==> config.mk <==
export PLATFORM = sky130hd
export DESIGN_NAME = emac_front
export DESIGN_NICKNAME = d
export VERILOG_FILES = /design/src/hdl/emac_front_pkg.sv /design/src/hdl/emac_front.sv
export SDC_FILE = /design/constraint.sdc
export NUM_CORES = 2
export LEC_CHECK = 0
export BUFFER_PORTS_ARGS = -buffer_cell sky130_fd_sc_hd__buf_2
export CORE_MARGIN = 2
export CORE_UTILIZATION = 50
export DETAILED_ROUTE_END_ITERATION = 16
export PLACE_DENSITY = 0.67
export SYNTH_ARGS = -nofsm -noshare
export SYNTH_HDL_FRONTEND = slang
export SYNTH_SLANG_ARGS = --single-unit
==> constraint.sdc <==
create_clock -name i_clk -period 13.45 [get_ports i_clk]
set_input_delay 2.69 -clock i_clk [delete_from_list [all_inputs] [get_ports i_clk]]
set_output_delay 2.69 -clock i_clk [all_outputs]
set_load 0.01 [all_outputs]
==> src/hdl/emac_front_pkg.sv <==
// Shared constants and carriers for the MAC front end
package emac_front_pkg;
   // ------------------------------------------------------------
   // Register map (byte addresses)
   // ------------------------------------------------------------
   localparam logic [11:0] MAC_SPACE_BIT = 12'h0100;
   localparam logic [11:0] CTL_OFS = 12'h0000;
   localparam logic [11:0] CAP_OFS = 12'h0004;
   localparam logic [11:0] NCFG_OFS = 12'h0100;
   localparam logic [11:0] DMA_OFS = 12'h0104;
   localparam logic [11:0] DBASE_OFS = 12'h0108;
   localparam logic [11:0] DCNT_OFS = 12'h010C;
   localparam logic [11:0] STAT_OFS = 12'h0110;
   // ------------------------------------------------------------
   // Field positions and values
   // ------------------------------------------------------------
   localparam int NCFG_SPEED = 0;
   localparam int NCFG_PADCRC = 1;
   localparam int NCFG_DMA_EN = 2;
   localparam int NCFG_GIG = 10;
   localparam int STAT_ERR = 16;
   localparam logic [1:0] IF_MII = 2'h0;
   localparam logic [1:0] IF_GMII = 2'h1;
   localparam logic [1:0] IF_RGMII = 2'h2;
   localparam logic [1:0] IF_RMII = 2'h3;
   localparam logic [31:0] NCFG_RST = 32'h0000_0000;
   localparam logic [31:0] DMA_RST = 32'h0000_0000;
   localparam logic [10:0] MAX_FRAME = 11'h600;
   localparam logic [1:0] NUM_QUEUES = 2'h3;
   localparam logic [7:0] LONG_BURST = 8'h03;
   localparam int MAX_OUT = 2;
   localparam logic [2:0] BEAT_SIZE = 3'h3;
   localparam logic [1:0] BURST_INCR = 2'h1;
   localparam logic [1:0] RESP_OK = 2'h0;
   localparam logic [1:0] RESP_SLVERR = 2'h2;
   // ------------------------------------------------------------
   // Carriers
   // ------------------------------------------------------------
   typedef enum logic [1:0] {SPD_10, SPD_100, SPD_1000} speed_t;
   typedef struct packed {
      logic [31:0] addr;
      logic [7:0] len;
      logic [2:0] size;
      logic [1:0] burst;
   } axi_addr_t;
   typedef struct packed {
      logic [31:0] addr;
      logic [63:0] data;
   } wb_entry_t;
   typedef struct packed {
      logic [1:0] iface;
      speed_t speed;
      logic nibble;
      logic bad;
   } phy_mode_t;
endpackage

==> src/hdl/emac_front.sv <==
// MAC front end: register slave, descriptor mover, PHY mode select
//
// Added by the designer: register access over AXI4-Lite and the placing of the registers.
`timescale 1ns/100ps
`default_nettype none

// ------------------------------------------------------------
// Parameterised FIFO
// ------------------------------------------------------------
module emac_fifo #(
   parameter int W = 64,
   parameter int D = 16
) (
   // Clock and reset
   input wire logic i_clk,
   input wire logic i_rstn,
   // Fill side
   input wire logic i_valid,
   input wire logic [W-1:0] i_data,
   output logic o_ready,
   // Drain side
   output logic o_valid,
   output logic [W-1:0] o_data,
   input wire logic i_ready,
   // Fill level
   output logic [$clog2(D+1)-1:0] o_count
);
   localparam int AW = $clog2(D);
   logic [W-1:0] mem [D];
   logic [AW-1:0] wp_q, rp_q;
   logic [$clog2(D+1)-1:0] cnt_q;
   logic push, pop;
   // Honest flags straight from the fill level
   assign o_ready = (cnt_q != D[$clog2(D+1)-1:0]);
   assign o_valid = (cnt_q != '0);
   assign o_data = mem[rp_q];
   assign o_count = cnt_q;
   assign push = i_valid && o_ready;
   assign pop = o_valid && i_ready;
   // Storage has no reset
   always_ff @(posedge i_clk) begin
      if (push) begin
         mem[wp_q] <= i_data;
      end
   end
   // Pointers and level
   always_ff @(posedge i_clk) begin
      if (!i_rstn) begin
         wp_q <= '0;
         rp_q <= '0;
         cnt_q <= '0;
      end else begin
         if (push) begin
            wp_q <= AW'(wp_q + 1'b1);
         end
         if (pop) begin
            rp_q <= AW'(rp_q + 1'b1);
         end
         cnt_q <= cnt_q + push - pop;
      end
   end
endmodule

// Contract
// - The memory master keeps separate read and write data channels with own address channels.
// - No more than two reads and two writes are outstanding on the memory master at once.
// - Descriptors are fetched ahead into a local FIFO so the mover waits on a fetch only while that FIFO is empty.
// - Descriptor write-backs are queued locally so slow completion does not block the mover.
// - A write-back counts as done only when its write response has come back.
// - Fetch bursts are single beats or four 64-bit beats, 8 or 32 bytes per request.
// - Each access to a listed offset is decoded to the wrapper control space or the MAC registers; other addresses get SLVERR.
// - Wrapper control registers drive MAC configuration inputs, the interface select among them.
// - Interface select 0 is MII, 1 GMII, 2 RGMII, 3 RMII.
// - Bit 10 picks 1000 Mbps, else bit 0 picks 100 or 10; gigabit only on GMII and RGMII.
// - RGMII moves four bits per interface clock at every speed.
// - A build parameter fixes RGMII or the GMII/MII family, never both.
// - Frames are at most 1536 bytes long.
// - Transmit pads short frames and appends a CRC.
// - Three priority queues exist in each direction.
module emac_front #(
   parameter bit RGMII_BUILD = 1'b1,
   parameter int FIFO_DEPTH = 16
) (
   // Clock and reset
   input wire logic i_clk,
   input wire logic i_rstn,
   // Register slave, AXI4-Lite
   input wire logic [11:0] i_s_awaddr,
   input wire logic i_s_awvalid,
   output logic o_s_awready,
   input wire logic [31:0] i_s_wdata,
   input wire logic [3:0] i_s_wstrb,
   input wire logic i_s_wvalid,
   output logic o_s_wready,
   output logic [1:0] o_s_bresp,
   output logic o_s_bvalid,
   input wire logic i_s_bready,
   input wire logic [11:0] i_s_araddr,
   input wire logic i_s_arvalid,
   output logic o_s_arready,
   output logic [31:0] o_s_rdata,
   output logic [1:0] o_s_rresp,
   output logic o_s_rvalid,
   input wire logic i_s_rready,
   // Memory master, AXI4
   output emac_front_pkg::axi_addr_t o_m_ar,
   output logic o_m_arvalid,
   input wire logic i_m_arready,
   input wire logic [63:0] i_m_rdata,
   input wire logic i_m_rvalid,
   output logic o_m_rready,
   output emac_front_pkg::axi_addr_t o_m_aw,
   output logic o_m_awvalid,
   input wire logic i_m_awready,
   output logic [63:0] o_m_wdata,
   output logic [7:0] o_m_wstrb,
   output logic o_m_wlast,
   output logic o_m_wvalid,
   input wire logic i_m_wready,
   input wire logic [1:0] i_m_bresp,
   input wire logic i_m_bvalid,
   output logic o_m_bready,
   // Data mover side
   output logic [63:0] o_desc_data,
   output logic o_desc_valid,
   input wire logic i_desc_ready,
   input wire emac_front_pkg::wb_entry_t i_wb,
   input wire logic i_wb_valid,
   output logic o_wb_ready,
   // MAC configuration
   output emac_front_pkg::phy_mode_t o_phy_mode,
   output logic o_pad_crc_en,
   output logic [10:0] o_max_frame
);
   localparam int CW = $clog2(FIFO_DEPTH + 1);
   localparam int BMAX = 16;
   // ------------------------------------------------------------
   // Register file
   // ------------------------------------------------------------
   logic [1:0] if_sel_q;
   logic [31:0] ncfg_q, dma_q, dbase_q, dcnt_q;
   logic [15:0] wb_done_q;
   logic err_q;
   logic [11:0] awa_q;
   logic aw_got_q, w_got_q;
   logic [31:0] wd_q;
   logic bvalid_q, rvalid_q;
   logic [1:0] bresp_q, rresp_q;
   logic [31:0] rdata_q;
   logic wr_go, b_ev;

   // Decode: only the seven listed offsets are mapped, by full address
   function automatic logic mapped(input logic [11:0] a);
      unique case (a)
         emac_front_pkg::CTL_OFS, emac_front_pkg::CAP_OFS,
         emac_front_pkg::NCFG_OFS, emac_front_pkg::DMA_OFS,
         emac_front_pkg::DBASE_OFS, emac_front_pkg::DCNT_OFS,
         emac_front_pkg::STAT_OFS: mapped = 1'b1;
         default: mapped = 1'b0;
      endcase
   endfunction

   assign o_s_awready = !aw_got_q && !bvalid_q;
   assign o_s_wready = !w_got_q && !bvalid_q;
   assign o_s_arready = !rvalid_q;
   assign o_s_bvalid = bvalid_q;
   assign o_s_bresp = bresp_q;
   assign o_s_rvalid = rvalid_q;
   assign o_s_rresp = rresp_q;
   assign o_s_rdata = rdata_q;
   assign wr_go = aw_got_q && w_got_q && !bvalid_q;
   assign b_ev = i_m_bvalid && o_m_bready;

   // Address and data latch in either order
   always_ff @(posedge i_clk) begin
      if (!i_rstn) begin
         aw_got_q <= 1'b0;
         w_got_q <= 1'b0;
         awa_q <= '0;
         wd_q <= '0;
      end else begin
         if (i_s_awvalid && o_s_awready) begin
            aw_got_q <= 1'b1;
            awa_q <= i_s_awaddr;
         end
         if (i_s_wvalid && o_s_wready) begin
            w_got_q <= 1'b1;
            wd_q <= i_s_wdata;
         end
         if (wr_go) begin
            aw_got_q <= 1'b0;
            w_got_q <= 1'b0;
         end
      end
   end

   // Write response once both halves are in
   always_ff @(posedge i_clk) begin
      if (!i_rstn) begin
         bvalid_q <= 1'b0;
         bresp_q <= emac_front_pkg::RESP_OK;
      end else if (wr_go) begin
         bvalid_q <= 1'b1;
         bresp_q <= mapped(awa_q) ? emac_front_pkg::RESP_OK : emac_front_pkg::RESP_SLVERR;
      end else if (i_s_bready) begin
         bvalid_q <= 1'b0;
      end
   end

   // Register writes; byte strobes ignored, whole word stored for NCFG, DMA and DBASE here, CTL keeps bits 1:0
   always_ff @(posedge i_clk) begin
      if (!i_rstn) begin
         if_sel_q <= emac_front_pkg::IF_MII;
         ncfg_q <= emac_front_pkg::NCFG_RST;
         dma_q <= emac_front_pkg::DMA_RST;
         dbase_q <= '0;
      end else if (wr_go) begin
         unique case (awa_q)
            emac_front_pkg::CTL_OFS: if_sel_q <= wd_q[1:0];
            emac_front_pkg::NCFG_OFS: ncfg_q <= wd_q;
            emac_front_pkg::DMA_OFS: dma_q <= wd_q;
            emac_front_pkg::DBASE_OFS: dbase_q <= wd_q;
            default: ;
         endcase
      end
   end

   // Read data path
   always_ff @(posedge i_clk) begin
      if (!i_rstn) begin
         rvalid_q <= 1'b0;
         rdata_q <= '0;
         rresp_q <= emac_front_pkg::RESP_OK;
      end else if (i_s_arvalid && o_s_arready) begin
         rvalid_q <= 1'b1;
         rresp_q <= mapped(i_s_araddr) ? emac_front_pkg::RESP_OK : emac_front_pkg::RESP_SLVERR;
         unique case (i_s_araddr)
            emac_front_pkg::CTL_OFS: rdata_q <= {30'h0, if_sel_q};
            emac_front_pkg::CAP_OFS: rdata_q <= {15'h0, RGMII_BUILD, 3'h0,
                                     emac_front_pkg::NUM_QUEUES, emac_front_pkg::MAX_FRAME};
            emac_front_pkg::NCFG_OFS: rdata_q <= ncfg_q;
            emac_front_pkg::DMA_OFS: rdata_q <= dma_q;
            emac_front_pkg::DBASE_OFS: rdata_q <= dbase_q;
            emac_front_pkg::DCNT_OFS: rdata_q <= dcnt_q;
            emac_front_pkg::STAT_OFS: rdata_q <= {15'h0, err_q, wb_done_q};
            default: rdata_q <= '0;
         endcase
      end else if (i_s_rready) begin
         rvalid_q <= 1'b0;
      end
   end

   // ------------------------------------------------------------
   // PHY mode selection
   // ------------------------------------------------------------
   function automatic emac_front_pkg::phy_mode_t decode_mode(input logic [1:0] s,
                                                            input logic [31:0] c);
      emac_front_pkg::phy_mode_t m;
      m.iface = s;
      m.speed = c[emac_front_pkg::NCFG_GIG] ? emac_front_pkg::SPD_1000 :
                c[emac_front_pkg::NCFG_SPEED] ? emac_front_pkg::SPD_100 :
                emac_front_pkg::SPD_10;
      m.nibble = (s == emac_front_pkg::IF_RGMII);
      // Only one family is built; the other family's select values are flagged
      m.bad = (RGMII_BUILD ? (s == emac_front_pkg::IF_MII || s == emac_front_pkg::IF_GMII)
                           : (s == emac_front_pkg::IF_RGMII)) ||
              (c[emac_front_pkg::NCFG_GIG] && (s == emac_front_pkg::IF_MII ||
               s == emac_front_pkg::IF_RMII)) ||
              (s == emac_front_pkg::IF_GMII && !c[emac_front_pkg::NCFG_GIG]);
      return m;
   endfunction

   // Registered config outputs; the select is expected to settle first
   always_ff @(posedge i_clk) begin
      if (!i_rstn) begin
         o_phy_mode <= decode_mode(emac_front_pkg::IF_MII, emac_front_pkg::NCFG_RST);
         o_pad_crc_en <= 1'b0;
         o_max_frame <= emac_front_pkg::MAX_FRAME;
      end else begin
         o_phy_mode <= decode_mode(if_sel_q, ncfg_q);
         o_pad_crc_en <= ncfg_q[emac_front_pkg::NCFG_PADCRC];
         o_max_frame <= emac_front_pkg::MAX_FRAME;
      end
   end

   // ------------------------------------------------------------
   // Descriptor prefetch (read channel)
   // ------------------------------------------------------------
   logic [1:0] rd_out_q;
   logic [CW-1:0] rsv_q;
   logic [CW-1:0] pf_cnt;
   logic pf_ready, ar_hs, r_hs, dma_en;
   logic [7:0] blen;
   logic [31:0] next_addr_q;
   logic ar_can;
   logic [7:0] beat_q;
   logic [7:0] len_q [2];
   logic lp_q, rlast_q;
   assign dma_en = ncfg_q[emac_front_pkg::NCFG_DMA_EN];
   // Long bursts only while enough words remain
   assign blen = (dma_q[0] && dcnt_q >= 32'h0000_0004) ? emac_front_pkg::LONG_BURST : 8'h00;
   // Room is reserved at issue so returning beats never stall
   assign ar_can = dma_en && dcnt_q != '0 && rd_out_q < 2'(emac_front_pkg::MAX_OUT) &&
                   (32'(pf_cnt) + 32'(rsv_q) + 32'(blen) + 32'h1) <= 32'(FIFO_DEPTH);
   assign ar_hs = o_m_arvalid && i_m_arready;
   assign r_hs = i_m_rvalid && o_m_rready;
   assign o_m_rready = pf_ready;

   // Address issue; valid held until taken
   always_ff @(posedge i_clk) begin
      if (!i_rstn) begin
         o_m_arvalid <= 1'b0;
         o_m_ar <= '0;
         next_addr_q <= '0;
         dcnt_q <= '0;
      end else begin
         if (ar_hs) begin
            o_m_arvalid <= 1'b0;
         end
         if (wr_go && awa_q == emac_front_pkg::DCNT_OFS) begin
            dcnt_q <= wd_q;
            next_addr_q <= dbase_q;
         end else if (!o_m_arvalid && ar_can) begin
            o_m_arvalid <= 1'b1;
            o_m_ar <= '{next_addr_q, blen, emac_front_pkg::BEAT_SIZE,
                        emac_front_pkg::BURST_INCR};
            next_addr_q <= next_addr_q + {21'h0, blen + 8'h1, 3'h0};
            dcnt_q <= dcnt_q - {24'h0, blen} - 32'h1;
         end
      end
   end

   // Outstanding bursts and reserved beats
   always_ff @(posedge i_clk) begin
      if (!i_rstn) begin
         rd_out_q <= '0;
         rsv_q <= '0;
      end else begin
         if (!o_m_arvalid && ar_can && !(wr_go && awa_q == emac_front_pkg::DCNT_OFS)) begin
            rd_out_q <= rd_out_q + 2'h1 - 2'(r_hs && rlast_q);
            rsv_q <= rsv_q + CW'(blen) + CW'(1) - CW'(r_hs);
         end else begin
            rd_out_q <= rd_out_q - 2'(r_hs && rlast_q);
            rsv_q <= rsv_q - CW'(r_hs);
         end
      end
   end

   // Beat counter to find each burst's last beat
   always_ff @(posedge i_clk) begin
      if (!i_rstn) begin
         beat_q <= '0;
         lp_q <= 1'b0;
         len_q[0] <= '0;
         len_q[1] <= '0;
      end else begin
         if (!o_m_arvalid && ar_can && !(wr_go && awa_q == emac_front_pkg::DCNT_OFS)) begin
            len_q[(rd_out_q == 2'h0) ? lp_q : !lp_q] <= blen;
         end
         if (r_hs) begin
            beat_q <= rlast_q ? 8'h00 : beat_q + 8'h01;
            lp_q <= rlast_q ? !lp_q : lp_q;
         end
      end
   end
   assign rlast_q = (beat_q == len_q[lp_q]);

   emac_fifo #(.W(64), .D(FIFO_DEPTH)) u_prefetch (
      .i_clk(i_clk),
      .i_rstn(i_rstn),
      .i_valid(i_m_rvalid),
      .i_data(i_m_rdata),
      .o_ready(pf_ready),
      .o_valid(o_desc_valid),
      .o_data(o_desc_data),
      .i_ready(i_desc_ready),
      .o_count(pf_cnt)
   );

   // ------------------------------------------------------------
   // Write-back queue (write channel)
   // ------------------------------------------------------------
   emac_front_pkg::wb_entry_t wb_head;
   logic wb_valid, aw_done_q, w_done_q, wb_pop;
   logic [1:0] wr_out_q;
   emac_fifo #(.W($bits(emac_front_pkg::wb_entry_t)), .D(FIFO_DEPTH)) u_wbq (
      .i_clk(i_clk),
      .i_rstn(i_rstn),
      .i_valid(i_wb_valid),
      .i_data(i_wb),
      .o_ready(o_wb_ready),
      .o_valid(wb_valid),
      .o_data(wb_head),
      .i_ready(wb_pop),
      .o_count()
   );
   assign o_m_aw = '{wb_head.addr, 8'h00, emac_front_pkg::BEAT_SIZE,
                     emac_front_pkg::BURST_INCR};
   assign o_m_wdata = wb_head.data;
   assign o_m_wstrb = 8'hFF;
   assign o_m_wlast = 1'b1;
   // Entry leaves the queue once both channels have taken it
   assign o_m_awvalid = wb_valid && !aw_done_q && wr_out_q < 2'(emac_front_pkg::MAX_OUT);
   assign o_m_wvalid = wb_valid && !w_done_q && wr_out_q < 2'(emac_front_pkg::MAX_OUT);
   assign wb_pop = wb_valid && (aw_done_q || i_m_awready && o_m_awvalid) &&
                   (w_done_q || i_m_wready && o_m_wvalid);
   assign o_m_bready = 1'b1;

   // Channel progress per entry
   always_ff @(posedge i_clk) begin
      if (!i_rstn || wb_pop) begin
         aw_done_q <= 1'b0;
         w_done_q <= 1'b0;
      end else begin
         aw_done_q <= aw_done_q || (o_m_awvalid && i_m_awready);
         w_done_q <= w_done_q || (o_m_wvalid && i_m_wready);
      end
   end

   // Completion only on response; error set beats a clear
   always_ff @(posedge i_clk) begin
      if (!i_rstn) begin
         wr_out_q <= '0;
         wb_done_q <= '0;
         err_q <= 1'b0;
      end else begin
         wr_out_q <= wr_out_q + 2'(wb_pop) - 2'(b_ev);
         if (b_ev) begin
            wb_done_q <= wb_done_q + 16'h0001;
         end
         if (b_ev && i_m_bresp != emac_front_pkg::RESP_OK) begin
            err_q <= 1'b1;
         end else if (wr_go && awa_q == emac_front_pkg::STAT_OFS &&
                      wd_q[emac_front_pkg::STAT_ERR]) begin
            err_q <= 1'b0;
         end
      end
   end

   // ------------------------------------------------------------
   // Checks
   // ------------------------------------------------------------
   localparam int RSP_MAX = 1;
endmodule

`default_nettype wire

==> flow_metrics.py <==
metrics = {
    "setup_path": {
        "critPathLaunchType": "flip-flop",
        "critPathMaxFanout": 50,
        "cp.buffers_inverters": 3,
        "cp-end-kind": "primary output",
        "worst_r2r_startpoint": "dcnt_q[2]",
        "critical_path_required_ps": 10760,
        "critical_path.max_stage_delay_ps": 970,
        "r2r_slack_ps": 7270,
        "cpLargestDelayFamily": "buffers and inverters",
        "ff2ff_path_depth": 14,
        "criticalPathCategory": "flip-flop to primary output",
        "critical_path.reg2reg.endpoint": "len_q[0][0]",
        "crit_path_max_delay_cell_type": "dfxtp_4",
        "timing.critical_path.arrival_ps": 4980,
        "cells_traversed_along_the_worst_timing_path": "buf_4, buf_4, mux4_2, mux4_2, buf_2",
    },
    "synthesis": {
        "synth_top_family_by_area": "multiplexers",
        "yosys_most_used_dff": "edfxtp_1",
        "postSynthAreaPerCell_um2": 20.1,
        "compound_gate_fraction_of_synth_area_pct": 2.34,
        "yosysWarnings": 0,
        "synthSimpleGateAreaFrac_pct": 3.14,
        "synth_xor_xnor_area_share_pct": 0.790,
        "synth_seq_area_share_pct": 75.1,
        "syn-instance-count": 5572,
        "synth_enable_flop_cells": 2562,
        "fraction_of_registers_with_async_set_or_reset_after_synthesis_pct": 0,
        "syn_area_um2": 112000,
        "post_synth_fa_ha_maj_area_fraction_pct": 0.695,
        "synthDistinctLibCells": 67,
        "synth.ff_latch_count": 2920,
        "muxShareOfSynthArea_pct": 16.4,
    },
    "routing": {
        "post_drt_via_cell_ratio": 6.00,
        "drt_wl_total_um": 264000,
        "dr.pass1.iters": 8,
        "route.vias.total": 56211,
        "drt-wirelength-per-cell_um": 28.2,
        "drt-initial-drc-count": 5518,
        "drc": 0,
        "detail-route-antenna-nets": 0,
    },
    "timing": {
        "worstMarginPinSlew_ps": 1290,
        "rsz0062_at_grt": "false",
        "timing.final.crit_period_ps": 7670,
        "clock.fmax_mhz": 130,
        "max-slew-margin-rel_pct": 13.8,
        "slew_violations": 0,
        "hold_viol_final": 0,
        "setup_viol": 0,
        "fin_skew_ps": 95.5,
        "layout_worst_path_cycle_share_pct": 57.0,
        "setup-tns-final_ps": 0,
        "hold-worst-slack_ps": 450,
    },
    "floorplanning": {
        "initial_core_util_pct": 50.3,
        "num_io_pins": 529,
        "design.core.area_um2": 223000,
        "std_cell_rows": 173,
        "floorplan.die.height_um": 477,
        "die_w_um": 477,
        "design.die.area_um2": 228000,
    },
    "cts": {
        "ctsLongestPathBuffers": 4,
        "cts.reportedPaths.clkPinSlew_ps": 60,
        "cts.hold.buffers_added": 0,
        "cts.repair.resized": 0,
        "clockRootBuffer": "clkbuf_16",
        "cts_setup_buffers": 0,
        "maximum_level_of_the_cts_h_tree": 5,
        "cts_num_sinks": 2920,
        "worst_skew_pair.late_latency_ps": 940,
        "cts_tree": "built",
        "numCtsBuffers": 313,
    },
    "final_layout": {
        "design.final.nets": 6443,
        "final_core_util_pct": 57.3,
        "footprint_of_the_multi_input_gates_um2": 26700,
        "fillCellCount": 16438,
        "final_layout_size_suffix_gt1_share_pct": 29.1,
        "ff_latch_area_um2": 84100,
        "post-route-cell-area_um2": 128000,
        "area_growth_syn_to_layout_pct": 13.9,
    },
    "global_route": {
        "grt_pass1_wl_um": 385000,
        "globalRouteTotalUtil_pct": 22.9,
        "antenna_found_initial": 59,
        "globalRouteOverflowTotal": 0,
        "grt_start_max_net_pins": 150,
        "first_global_vias": 57035,
    },
    "min_path": {
        "startpoint_of_the_worst_hold_path": "o_m_ar[44]",
        "holdPathEnd": "o_m_ar[44]",
        "whs_path_depth": 2,
        "hold_path_class": "flip-flop to flip-flop",
    },
    "placed_design": {
        "place_area_um2": 118000,
        "hpwl_um": 134000,
        "place_congestion": 0.849,
        "numPortBuffers": 480,
    },
    "power": {
        "power-per-cell-area_nw_per_um2": 173,
        "ir_worst_vdd_uv": 153,
        "leak_pwr_uw": 0.0402,
        "total_power_uw": 22100,
    },
    "job": {
        "drv_cap": 0,
    },
    "status": {
        "outcome": "finished clean",
    },
}
## cell type report
class,instances,share of cell area (%)
sequential,2920,65.9
clock inverter,157,1.11
clock buffer,387,6.43
timing repair buffer,566,2.55
inverter,48,0.147
antenna,11,0.0216
multi-input combinational,2300,20.9
tap,2975,2.92
## flip-flops by register name, summed over array words and instances (netlist names), 4 cells and up, named ones only
register / cells
awa_q: 12
beat_q: 8
dbase_q: 32
dcnt_q: 32
dma_q: 32
ncfg_q: 32
next_addr_q: 32
o_m_ar: 34
o_phy_mode: 6
o_s_rdata: 32
rsv_q: 5
u_prefetch.mem: 1024
u_prefetch.o_count: 5
u_prefetch.rp_q: 4
u_prefetch.wp_q: 4
u_wbq.mem: 1536
u_wbq.o_count: 5
u_wbq.rp_q: 4
u_wbq.wp_q: 4
wb_done_q: 16
wd_q: 32
## cell usage in the layout (no fill, tap or decap), types with 15 or more instances in the layout
master | synthesis | final
mux2i_1 | 18 | 18
conb_1 | 2 | 44
o21ai_0 | 69 | 69
xor2_1 | 48 | 48
mux2_2 | 17 | 17
clkbuf_16 | 0 | 316
edfxtp_1 | 2562 | 2562
clkbuf_1 | 232 | 68
inv_1 | 47 | 47
ha_1 | 51 | 51
nor2_1 | 183 | 155
clkinv_1 | 0 | 72
nand2_1 | 429 | 429
clkinv_2 | 0 | 47
nand4_1 | 24 | 24
a21oi_1 | 310 | 310
xnor2_1 | 53 | 53
dfxtp_1 | 358 | 350
nand3_1 | 25 | 24
buf_4 | 48 | 70
a222oi_1 | 34 | 34
buf_2 | 5 | 480
nor2_4 | 0 | 25
mux4_2 | 800 | 800
nor3_1 | 40 | 29
a22o_1 | 15 | 15
or3_1 | 17 | 17
buf_12 | 0 | 16
bufinv_16 | 0 | 24
## synth_stat cells, types with 25 or more instances
| master | n | share of area (%) |
|---|---|---|
| edfxtp_1 | 2562 | 69 |
| mux4_2 | 800 | 16 |
| nand2_1 | 429 | 1.4 |
| dfxtp_1 | 358 | 6.4 |
| a21oi_1 | 310 | 1.4 |
| clkbuf_1 | 232 | 0.78 |
| nor2_1 | 183 | 0.61 |
| o21ai_0 | 69 | 0.31 |
| buf_1 | 61 | 0.20 |
| xnor2_1 | 53 | 0.41 |
| ha_1 | 51 | 0.57 |
| buf_4 | 48 | 0.32 |
| xor2_1 | 48 | 0.38 |
| inv_1 | 47 | 0.16 |
| nor3_1 | 40 | 0.18 |
| a222oi_1 | 34 | 0.30 |
| nand3_1 | 25 | 0.11 |
## kinds of logic (layout without fill, tap and decap cells)
group	Yosys count	after routing
AO/OA/AOI/OAI	457	457
XOR/XNOR	101	101
adder cells (fa/ha/maj)	58	58
buffers and inverters	394	1158
flip-flops	2920	2920
multiplexers	835	835
other	2	55
AND/OR/NAND/NOR	805	805
## tightest hold or removal path: cells and delay by family, from the launching register on
family | cells | cell delay, ps
compound gates | 1 | 50
simple gates | 1 | 50
flops | 1 | 300
## how the worst max path moves through the flow
stage	startpoint	to	cells past startpoint
after floorplan	i_wb_valid	u_wbq.mem[3][0]	4
after global placement	i_wb_valid	u_wbq.mem[1][44]	7
after detailed placement	i_wb_valid	u_wbq.mem[1][44]	7
after CTS	flip-flop	o_m_wdata[12]	5
after global routing	flip-flop	o_m_wdata[12]	5
final	flip-flop	o_m_wdata[12]	5
## through the flow
step	instances	setup WS, ps
after global placement	8809	6550
after CTS	9353	5520
after global routing	9359	5300
final	9364	5780
after floorplan	5614	3040
after detailed placement	8809	6510
## where the power goes
| group | leakage (uW) | internal, uW | switching, uW | total [uW] |
|---|---|---|---|---|
| combinational | 0.00942 | 1830 | 1800 | 3630 |
| clock | 0.00472 | 4780 | 3370 | 8150 |
| sequential | 0.0260 | 10100 | 173 | 10300 |
| total | 0.0402 | 16700 | 5350 | 22100 |
## per-layer routing
metal | share of wire, % | global-route usage (%) | vias to the layer above
li1 | - | - | 23742
met1 | 40 | 30.7 | 29807
met2 | 50 | 37.6 | 2060
met3 | 7.9 | 5.41 | 540
met4 | 2.7 | 6.55 | 62
met5 | 0.15 | 0 | -
Note: power is estimated with default switching activity, not from simulation.
